`config.mk`:
```
export PLATFORM = sky130hd
export DESIGN_NAME = acw_cell_fmt
export DESIGN_NICKNAME = d
export VERILOG_FILES = /design/src/verilog/acw_pkg.sv /design/src/verilog/acw_cell_fmt.sv /design/src/verilog/acw_fifo.sv
export VERILOG_INCLUDE_DIRS = /design/src /design/src/verilog
export SDC_FILE = /design/constraint.sdc
export NUM_CORES = 1
export LEC_CHECK = 0
export BUFFER_PORTS_ARGS = -buffer_cell sky130_fd_sc_hd__buf_2
export CAP_MARGIN = 30
export CORE_UTILIZATION = 55
export DETAILED_ROUTE_END_ITERATION = 6
export PLACE_DENSITY = 0.72
export SYNTH_ARGS = -nofsm -noshare
export SYNTH_HDL_FRONTEND = slang
export SYNTH_SLANG_ARGS = --single-unit
```
`constraint.sdc`:
```
create_clock -name clk -period 4.8 [get_ports clk]
set_input_delay 0.48 -clock clk [delete_from_list [all_inputs] [get_ports clk]]
set_output_delay 0.48 -clock clk [all_outputs]
set_load 0.01 [all_outputs]
```
`src/verilog/acw_consts.svh`:
```
`ifndef ACW_CONSTS_SVH
`define ACW_CONSTS_SVH

// ==========================================================
// Cell structure
`define ACW_WORD_BITS 8
`define ACW_CNT_W 6
`define ACW_LAST_CNT 6'h34
`define ACW_HDR_LAST_CNT 6'h03
`define ACW_HEC_CNT 6'h04

// ==========================================================
// Header check octet
`define ACW_HEC_POLY 8'h07
`define ACW_HEC_COSET 8'h55
`define ACW_HEC_INIT 8'h00

// ==========================================================
// Buffering
`define ACW_FIFO_DEPTH 32

`endif

```
`src/verilog/acw_pkg.sv`:
```
package acw_pkg;

   // ==========================================================
   // Carriers
   typedef struct packed {
      logic start;
      logic [7:0] data;
   } acw_word_t;

   // ==========================================================
   // States
   typedef enum logic [1:0] {
      ACW_RX_HUNT,
      ACW_RX_PASS,
      ACW_RX_DROP
   } acw_rx_state_t;

endpackage

```
`src/verilog/acw_cell_fmt.sv`:
```
`timescale 1ns/1ps
`include "acw_consts.svh"

module acw_cell_fmt
   import acw_pkg::*;
#(
   parameter int FIFO_DEPTH = `ACW_FIFO_DEPTH
) (
   input wire logic clk,
   input wire logic rst_n,
   input wire logic rx_bad_header_pass_enable,
   input wire logic tx_hec_insert_enable,
   input wire logic rx_line_valid,
   output logic rx_line_ready,
   input wire acw_word_t rx_line_word,
   input wire logic rx_line_hdr_bad,
   output logic rx_cell_valid,
   input wire logic rx_cell_ready,
   output logic rx_cell_start_marker,
   output logic [7:0] rx_cell_data,
   input wire logic tx_cell_valid,
   output logic tx_cell_ready,
   input wire logic tx_cell_start_marker,
   input wire logic [7:0] tx_cell_data,
   output logic tx_line_valid,
   input wire logic tx_line_ready,
   output acw_word_t tx_line_word
);

   // ==========================================================
   // Parameter check
   initial begin
      if (FIFO_DEPTH < 2) begin
         $error("acw_cell_fmt: FIFO_DEPTH must be at least 2");
      end
   end

   // ==========================================================
   // Helpers
   // One CRC step per octet, bit 7 taken first as on the line
   function automatic logic [7:0] acw_crc8(input logic [7:0] crc,
                                            input logic [7:0] octet);
      logic [7:0] c;
      c = crc;
      for (int i = 7; i >= 0; i--) begin
         if (c[7] ^ octet[i]) begin
            c = {c[6:0], 1'b0} ^ `ACW_HEC_POLY;
         end else begin
            c = {c[6:0], 1'b0};
         end
      end
      return c;
   endfunction

   function automatic logic [`ACW_CNT_W-1:0] acw_next_cnt(
      input logic [`ACW_CNT_W-1:0] cnt);
      acw_next_cnt = (cnt == `ACW_LAST_CNT) ? '0 : cnt + 1'b1;
   endfunction

   // ==========================================================
   // Control pin synchronisers
   // Straps may change at any time; a change lands on a cell
   // boundary only by chance, so set them while idle.
   logic [1:0] pin_meta_q;
   logic [1:0] pin_sync_q;
   logic pass_bad;
   logic hec_insert;

   always_ff @(posedge clk or negedge rst_n) begin
      if (!rst_n) begin
         pin_meta_q <= 2'h0;
         pin_sync_q <= 2'h0;
      end else begin
         pin_meta_q <= {tx_hec_insert_enable, rx_bad_header_pass_enable};
         pin_sync_q <= pin_meta_q;
      end
   end

   assign pass_bad = pin_sync_q[0];
   assign hec_insert = pin_sync_q[1];

   // ==========================================================
   // Receive: cell delineation and header screening
   acw_rx_state_t rx_state_q;
   logic [`ACW_CNT_W-1:0] rx_cnt_q;
   logic rx_take;
   logic rx_keep_new;
   logic rx_fifo_wr;
   logic rx_fifo_ready;
   logic rx_discard;
   acw_word_t rx_fifo_in;
   acw_word_t rx_fifo_out;

   // Uncorrectable header dropped unless pass enabled
   assign rx_keep_new = !rx_line_hdr_bad || pass_bad;
   assign rx_discard = (rx_state_q == ACW_RX_DROP) ||
                       ((rx_state_q == ACW_RX_HUNT) &&
                        !(rx_line_word.start && rx_keep_new));
   assign rx_line_ready = rx_fifo_ready || rx_discard;
   assign rx_take = rx_line_valid && rx_line_ready;
   assign rx_fifo_wr = rx_take && !rx_discard;

   // Marker rebuilt from position, status bit never stored
   assign rx_fifo_in.start = (rx_state_q == ACW_RX_HUNT);
   assign rx_fifo_in.data = rx_line_word.data;

   always_ff @(posedge clk or negedge rst_n) begin
      if (!rst_n) begin
         rx_state_q <= ACW_RX_HUNT;
         rx_cnt_q <= '0;
      end else if (rx_take) begin
         case (rx_state_q)
            ACW_RX_HUNT: begin
               if (rx_line_word.start) begin
                  rx_cnt_q <= acw_next_cnt(rx_cnt_q);
                  rx_state_q <= rx_keep_new ? ACW_RX_PASS : ACW_RX_DROP;
               end
            end
            ACW_RX_PASS, ACW_RX_DROP: begin
               rx_cnt_q <= acw_next_cnt(rx_cnt_q);
               if (rx_cnt_q == `ACW_LAST_CNT) begin
                  rx_state_q <= ACW_RX_HUNT;
               end
            end
            default: begin
               rx_state_q <= ACW_RX_HUNT;
               rx_cnt_q <= '0;
            end
         endcase
      end
   end

   // ==========================================================
   // Receive buffer toward the cell layer
   // Back-pressure from the cell side stalls the line side
   // through rx_line_ready once the buffer fills.
   acw_fifo #(
      .WIDTH($bits(acw_word_t)),
      .DEPTH(FIFO_DEPTH)
   ) u_rx_fifo (
      .clk(clk),
      .rst_n(rst_n),
      .in_valid(rx_fifo_wr),
      .in_ready(rx_fifo_ready),
      .in_data(rx_fifo_in),
      .out_valid(rx_cell_valid),
      .out_ready(rx_cell_ready),
      .out_data(rx_fifo_out)
   );

   assign rx_cell_start_marker = rx_fifo_out.start;
   assign rx_cell_data = rx_fifo_out.data;

   // ==========================================================
   // Transmit: header check octet and output stage
   logic tx_busy_q;
   logic [`ACW_CNT_W-1:0] tx_cnt_q;
   logic [7:0] tx_crc_q;
   logic tx_out_valid_q;
   acw_word_t tx_out_q;
   logic tx_take;
   logic tx_load;
   logic tx_first;

   assign tx_cell_ready = !tx_out_valid_q || tx_line_ready;
   assign tx_take = tx_cell_valid && tx_cell_ready;
   // Words before a marker have no cell to belong to
   assign tx_first = !tx_busy_q && tx_cell_start_marker;
   assign tx_load = tx_take && (tx_busy_q || tx_cell_start_marker);
   assign tx_line_valid = tx_out_valid_q;
   assign tx_line_word = tx_out_q;

   always_ff @(posedge clk or negedge rst_n) begin
      if (!rst_n) begin
         tx_busy_q <= 1'b0;
         tx_cnt_q <= '0;
      end else if (tx_load) begin
         tx_cnt_q <= acw_next_cnt(tx_cnt_q);
         tx_busy_q <= (tx_cnt_q != `ACW_LAST_CNT);
      end
   end

   always_ff @(posedge clk or negedge rst_n) begin
      if (!rst_n) begin
         tx_crc_q <= `ACW_HEC_INIT;
      end else if (tx_load && tx_cnt_q <= `ACW_HDR_LAST_CNT) begin
         tx_crc_q <= acw_crc8(tx_first ? `ACW_HEC_INIT : tx_crc_q,
                              tx_cell_data);
      end
   end

   always_ff @(posedge clk or negedge rst_n) begin
      if (!rst_n) begin
         tx_out_valid_q <= 1'b0;
         tx_out_q <= '0;
      end else if (tx_load) begin
         tx_out_valid_q <= 1'b1;
         tx_out_q.start <= tx_first;
         if (tx_cnt_q == `ACW_HEC_CNT && hec_insert) begin
            tx_out_q.data <= tx_crc_q ^ `ACW_HEC_COSET;
         end else begin
            tx_out_q.data <= tx_cell_data;
         end
      end else if (tx_line_ready) begin
         tx_out_valid_q <= 1'b0;
      end
   end

   // ==========================================================
   // Checks
   logic [`ACW_CNT_W-1:0] rx_out_cnt_q;
   logic [`ACW_CNT_W-1:0] tx_out_cnt_q;
   logic [7:0] tx_chk_crc_q;

   always_ff @(posedge clk or negedge rst_n) begin
      if (!rst_n) begin
         rx_out_cnt_q <= '0;
         tx_out_cnt_q <= '0;
      end else begin
         if (rx_cell_valid && rx_cell_ready) begin
            rx_out_cnt_q <= acw_next_cnt(rx_out_cnt_q);
         end
         if (tx_line_valid && tx_line_ready) begin
            tx_out_cnt_q <= acw_next_cnt(tx_out_cnt_q);
         end
      end
   end

   // CRC rebuilt from the words as they leave, so word 5 is judged on the output side
   always_ff @(posedge clk or negedge rst_n) begin
      if (!rst_n) begin
         tx_chk_crc_q <= `ACW_HEC_INIT;
      end else if (tx_line_valid && tx_line_ready && tx_out_cnt_q <= `ACW_HDR_LAST_CNT) begin
         tx_chk_crc_q <= acw_crc8((tx_out_cnt_q == '0) ? `ACW_HEC_INIT : tx_chk_crc_q,
                                  tx_line_word.data);
      end
   end
endmodule

```
`src/verilog/acw_fifo.sv`:
```
`timescale 1ns/1ps

module acw_fifo #(
   parameter int WIDTH = 9,
   parameter int DEPTH = 32
) (
   input wire logic clk,
   input wire logic rst_n,
   input wire logic in_valid,
   output logic in_ready,
   input wire logic [WIDTH-1:0] in_data,
   output logic out_valid,
   input wire logic out_ready,
   output logic [WIDTH-1:0] out_data
);
   localparam int AW = $clog2(DEPTH);

   // ==========================================================
   // Parameter check
   initial begin
      if (DEPTH < 2 || (1 << AW) != DEPTH || WIDTH < 1) begin
         $error("acw_fifo: DEPTH must be a power of two >= 2");
      end
   end

   logic [WIDTH-1:0] mem_q [DEPTH];
   logic [AW-1:0] wr_ptr_q;
   logic [AW-1:0] rd_ptr_q;
   logic [AW:0] count_q;
   logic out_valid_q;
   logic [WIDTH-1:0] out_data_q;
   logic push;
   logic pop;

   // ==========================================================
   // Handshake
   // Read data always come from the output register, so the
   // memory holds DEPTH words and the register one more.
   assign in_ready = (count_q != (AW+1)'(DEPTH));
   assign push = in_valid && in_ready;
   assign pop = (count_q != '0) && (!out_valid_q || out_ready);
   assign out_valid = out_valid_q;
   assign out_data = out_data_q;

   always_ff @(posedge clk) begin
      if (push) begin
         mem_q[wr_ptr_q] <= in_data;
      end
   end

   always_ff @(posedge clk or negedge rst_n) begin
      if (!rst_n) begin
         wr_ptr_q <= '0;
         rd_ptr_q <= '0;
         count_q <= '0;
      end else begin
         if (push) begin
            wr_ptr_q <= wr_ptr_q + 1'b1;
         end
         if (pop) begin
            rd_ptr_q <= rd_ptr_q + 1'b1;
         end
         if (push && !pop) begin
            count_q <= count_q + 1'b1;
         end else if (pop && !push) begin
            count_q <= count_q - 1'b1;
         end
      end
   end

   always_ff @(posedge clk or negedge rst_n) begin
      if (!rst_n) begin
         out_valid_q <= 1'b0;
         out_data_q <= '0;
      end else if (pop) begin
         out_valid_q <= 1'b1;
         out_data_q <= mem_q[rd_ptr_q];
      end else if (out_ready) begin
         out_valid_q <= 1'b0;
      end
   end
endmodule

```
==> out/qor.yml, run 1 <==
outcome:
  outcome: "complete, no violations"
setup_path:
  end_kind: "flop"
  crit_fanout: 37
  crit_required_ns: 5.23
  setup.worst_path.class: "flop to flop"
  startpoint_type: "flop"
  critPathArrivalTime_ns: 3.67
cts:
  clockBufferDepth: 3
  cts-resized-gates: 0
  clock-sinks: 351
  h-tree-depth: 2
  cts_buffers: 37
  cts_root_buf: "clkbuf_16"
  cts_tree: "done"
  clk_pin_slew_ns: 0.06
  post_cts_buffers: 0
  hold_buffers: 0
  insertion_delay_ns: 0.52
routing:
  drtAntennaViolNets: 0
  viasPerCell: 5.87
  remaining_drc_errors: 0
  drt-total-wl_mm: 27.5
  post_drt_wl_per_cell_um: 22.1
  num_vias: 7317
  drt_first_iter_violations: 630
  drt-pass1-iter-count: 5
yosys:
  synthArstFlopShare_pct: 17.9
  yosysTopAreaCell: "edfxtp_1"
  synth_top_area_share_pct: 59.9
  syn_nets: 877
  avgSynthCellArea_um2: 17.4
  synthCells: 832
  synth_edf_count: 288
  ys_warn_count: 0
  netlist_area_mm2: 0.0144
  ys_seq_area_share_pct: 70.8
  synth_area_leaders: "edfxtp_1, mux4_2, dfrtp_1"
  synth-seq-cells: 351
  synth-main-ff-cell: "edfxtp_1"
  yosysUniqueCellTypes: 47
pwr:
  peakVddDrop_v: 0.000351
  leakagePower_nw: 5.66
  powerDensity_mw_per_mm2: 588
floorplanning:
  die-area_mm2: 0.0269
  die_h_um: 164
  ios: 49
  die_w_um: 164
  rows: 58
  core_mm2: 0.0255
  start_util_pct: 56.7
sta:
  rsz0062_at_grt: "false"
  worstMarginPinSlew_ns: 1.05
  timing.hold.ws_ns: 0.0682
  hold_viol: 0
  setup_tns_ns: 0
  fin_crit_sh_pct: 67.5
  period_needed_ns: 3.24
  slew_headroom_pct: 29.8
  maxSlewViolCount: 0
  max_freq_mhz: 309
  fin_skew_ns: 0.0159
  finalSetupViolations: 0
  setup_ws_ns: 1.56
cells_and_area:
  final_nets: 934
  final_common_cell: "edfxtp_1"
  synthToLayoutAreaGrowth_pct: 12.1
  drive_above_1_share_pct: 21.2
  layout_common_cells: "edfxtp_1, mux4_2, nand2_1, dfrtp_1, nor2_1"
  antenna_cells: 0
grt:
  grt_pass1_vias: 7483
  grt_overflow_total: 0
  antenna_found_initial: 0
  grt_max_degree: 64
  grt_usage_pct: 21.7
  grt_pass1_wl_mm: 42.8
hold_path:
  hold_path.class: "primary input to asynchronous set/reset pin"
placement:
  portBuffers: 48
  preCtsSetupSlack_ns: 1.57
  finalWeightedCongestion: 0.768
  dp_hpwl_mm: 16.8
flow_run:
  drv_cap: 0
-- cells by family after synthesis --
group / synth area share, %
multiplexers: 14.3
AND/OR/NAND/NOR: 5.23
adder cells (fa/ha/maj): 1.61
flip-flops: 70.8
AO/OA/AOI/OAI: 3.99
XOR/XNOR: 2.58
buffers and inverters: 1.47
-- metal layers --
metal  share of wire [%]  vias to the layer above  GRT usage, %
met5                   0                        -             0
met4                 1.9                        0          6.02
met3                 5.5                       39          3.16
met2                  50                      197          35.8
met1                  42                     3743          30.6
li1                    -                     3338             -
-- path summary, 6_finish.rpt --
| path | startpoint | end | slack [ns] | cells after the start |
|---|---|---|---|---|
| worst max register to register | rx_state_q[0] | u_rx_fifo.count_q[5] | 1.56 | 13 |
| worst min register to register | pin_meta_q[1] | pin_sync_q[1] | 0.35 | 0 |
| worst min-delay path | rst_n | tx_line_word[6] | 0.07 | 1 |
| max in group asynchronous | rst_n | u_rx_fifo.rd_ptr_q[0] | 4.10 | 1 |
| worst max-delay path | rx_state_q[0] | u_rx_fifo.count_q[5] | 1.56 | 13 |
| min in group clk | rx_bad_header_pass_enable | pin_meta_q[0] | 0.08 | 1 |
-- metrics by stage --
stage	utilization, %	cells	total power, mW	instance area, um2
after global routing	63.5	1247	10.0	16200
after CTS	63.5	1247	9.61	16200
final	63.5	1247	9.52	16200
after detailed placement	58.9	1180	6.85	15000
after global placement	58.9	1180	6.80	15000
after floorplan	-	832	6.11	14400
-- cells in the mapped netlist (3+ instances only) --
library cell and count:
nor2b_1 5, buf_2 8, nand2b_1 8, and2_1 3, nand2_1 70, clkbuf_1 15
inv_1 13, xnor2_1 24, nand3_1 7, edfxtp_1 288, buf_4 5, o21ai_0 50
nor2_1 52, and3b_1 3, xor2_1 8, a21oi_1 14, mux4_2 72, buf_1 8
nand4_1 3, mux2i_1 42, ha_1 17, dfrtp_1 63, a22oi_1 18
-- registers in the layout, summed over array words and instances, names as in the netlist --
register	count
tx_crc_q	8
tx_busy_q	1
u_rx_fifo.out_valid	1
u_rx_fifo.wr_ptr_q	5
u_rx_fifo.mem_q	288
pin_meta_q	2
u_rx_fifo.out_data	9
pin_sync_q	2
tx_line_valid	1
u_rx_fifo.rd_ptr_q	5
u_rx_fifo.count_q	6
tx_line_word	9
tx_cnt_q	6
rx_cnt_q	6
rx_state_q	2
-- area by class of cell --
class | count | area (um2)
flip-flops and latches | 351 | 10200
fillers | 1767 | 9290
multi-input cells | 432 | 4000
well taps | 330 | 413
clock buffers | 46 | 991
clock inverters | 21 | 194
inverters | 13 | 48.8
repair buffers | 54 | 300
-- critical path, stage by stage (launching register included) --
cell	delay, ns
dfrtp_1	0.37
inv_1	0.07
ha_1	0.19
buf_4	0.25
a2111oi_4	0.60
ha_1	0.27
inv_1	0.12
ha_1	0.30
a21o_1	0.15
a21oi_1	0.21
o21bai_1	0.08
a21oi_1	0.18
mux2i_1	0.23
xnor2_1	0.14
-- where the power goes --
part	internal (mW)	switching, mW	leakage [nW]
Combinational	1.31	1.32	1.74
Sequential	3.67	0.461	3.34
Clock	1.63	1.12	0.570
Total	6.61	2.91	5.66
Power figures use the tool's default switching activity.
==> run 2: changes to the inputs <==
- PLACE_DENSITY: 0.72 -> 0.75
- clock period: 4.8 -> 2.9 ns (I/O delays scaled with it)
==> run 2 against run 1 <==
  * Global-route usage grew 0.36 points
  * Fmax is 17% higher
  * Non-clock buffer count rose by 47
  * Count of clock-buffer cells in the layout shrank 1
  * Total power up 67%
  * Final cell count up 3.4%
  * Largest cell class unchanged
==> out/qor.yml, run 2 (synthesis gave the netlist of run 1 again) <==
routing:
  drt-pass1-iter-count: 5
  drt-total-wl_mm: 28.1
  remaining_drc_errors: 0
  num_vias: 7560
  drt_first_iter_violations: 628
  viasPerCell: 5.87
  drtAntennaViolNets: 0
  post_drt_wl_per_cell_um: 21.8
cts:
  cts_buffers: 35
  clock-sinks: 351
  cts_root_buf: "clkbuf_16"
  cts_tree: "done"
  insertion_delay_ns: 0.51
  clk_pin_slew_ns: 0.06
  clockBufferDepth: 3
  h-tree-depth: 2
cells_and_area:
  final_nets: 979
  largest_reg_flops: 288
  drive_above_1_share_pct: 24.8
  antenna_cells: 0
  multi_input_area_mm2: 0.00404
  fillers: 1696
  final_common_cell: "edfxtp_1"
  final_area_mm2: 0.0166
  layout_common_cells: "edfxtp_1, mux4_2, nand2_1, dfrtp_1, nor2_1"
  synthToLayoutAreaGrowth_pct: 14.7
  seq_area_mm2: 0.0102
  top_register: "u_rx_fifo.mem_q"
sta:
  timing.hold.ws_ns: 0.0972
  max_freq_mhz: 362
  finalSetupViolations: 0
  fin_skew_ns: 0.0243
  maxSlewViolCount: 0
  hold_viol: 0
  setup_tns_ns: 0
  period_needed_ns: 2.76
  setup_ws_ns: 0.137
  slew_headroom_pct: 45.2
  worstMarginPinSlew_ns: 0.820
  fin_crit_sh_pct: 95.3
setup_path:
  rr_endpoint: "u_rx_fifo.count_q[5]"
  crit_fanout: 4
  path_delay_family: "compound AO/OA/AOI/OAI gates"
  worstPathBufferInverterCount: 1
  worstPathCellList: "nor4_4, and3b_2, a2111oi_4, ha_2, inv_1, ha_1, a21o_1, a21oi_2, o21bai_1, a21oi_2, mux2i_1, xnor2_1"
  slowest_delay_ns: 0.42
  critPathArrivalTime_ns: 3.18
  setup.worst_path.class: "flop to flop"
  crit_required_ns: 3.31
  startpoint_type: "flop"
  crit_path_top_delay_cell: "dfrtp_1"
  crit_top_cell: "a21oi_2"
  reg2reg_depth: 12
  rr_startpoint: "u_rx_fifo.count_q[3]"
  end_kind: "flop"
  reg2reg_slack_ns: 0.14
hold_path:
  whs_endpoint: "tx_line_valid"
  hp-start: "tx_line_ready"
  hold_path.class: "primary input to flop"
  hold_depth: 3
grt:
  grt_overflow_total: 0
  antenna_found_initial: 0
  grt_max_degree: 61
  grt_usage_pct: 22.1
  grt_pass1_vias: 7766
  grt_pass1_wl_mm: 43.8
floorplanning:
  core_mm2: 0.0255
  die-area_mm2: 0.0269
  die_w_um: 164
  die_h_um: 164
  start_util_pct: 56.7
  ios: 49
  rows: 58
pwr:
  peakVddDrop_v: 0.000845
  leakagePower_nw: 5.90
  p_total_mw: 15.9
  powerDensity_mw_per_mm2: 962
placement:
  preCtsSetupSlack_ns: 0.0410
  finalWeightedCongestion: 0.777
  portBuffers: 48
  postPlaceCellArea_mm2: 0.0154
  dp_hpwl_mm: 17.4
outcome:
  outcome: "complete, no violations"
flow_run:
  drv_cap: 0
## run 2: per-stage QoR
stage	cells	utilization, %
5_1_grt	1289	65.0
3_3_place_gp	1223	60.3
3_5_place_dp	1223	60.3
6_report	1289	65.0
4_1_cts	1288	64.9
2_1_floorplan	832	-
## run 2: worst max-delay path by stage
stage	startpoint	to	cells past startpoint	slack, ns
6_report	u_rx_fifo.count_q[3]	u_rx_fifo.count_q[5]	12	0.14
5_1_grt	u_rx_fifo.count_q[3]	u_rx_fifo.count_q[5]	12	-0.004
4_1_cts	u_rx_fifo.count_q[3]	u_rx_fifo.count_q[5]	12	0.06
3_5_place_dp	u_rx_fifo.count_q[3]	u_rx_fifo.count_q[5]	12	0.04
3_3_place_gp	u_rx_fifo.count_q[3]	u_rx_fifo.count_q[5]	12	0.10
2_1_floorplan	u_rx_fifo.count_q[0]	u_rx_fifo.count_q[5]	13	0.05
## run 2: final cells by class
| class | instances | area share [%] |
|---|---|---|
| clock buffers | 45 | 5.70 |
| clock inverters | 17 | 1.08 |
| inverters | 13 | 0.295 |
| multi-input cells | 432 | 24.4 |
| flip-flops and latches | 351 | 61.8 |
| well taps | 330 | 2.49 |
| repair buffers | 101 | 4.20 |
## run 2: routing by layer
layer / vias up / GRT usage [%] / share of wire (%)
li1: 3422 / - / -
met1: 3853 / 29.8 / 42
met2: 229 / 36.7 / 50
met3: 56 / 3.41 / 5.2
met4: 0 / 8.08 / 2.8
met5: - / 0 / 0
## run 2: worst reg2reg max path, cell delays in order, from the launching register on
cell and delay [ns]:
dfrtp_1 0.42, nor4_4 0.07, and3b_2 0.25, a2111oi_4 0.36, ha_2 0.24, inv_1 0.09
ha_1 0.29, a21o_1 0.17, a21oi_2 0.18, o21bai_1 0.10, a21oi_2 0.13, mux2i_1 0.22
xnor2_1 0.14
## run 2: report_power, final
part	switching [mW]	total (mW)	internal, mW
clock	1.78	4.43	2.65
combinational	2.54	4.87	2.34
sequential	0.551	6.63	6.08
## run 2: what timing repair did
item | CTS | global route
pin swaps | 0 | 2
setup buffers | 0 | 1
cloned | 0 | 0
setup endpoints to repair | 1 | 1
hold buffers | 3 | 0
resized for setup | 1 | 6
hold endpoints to repair | 26 | 0
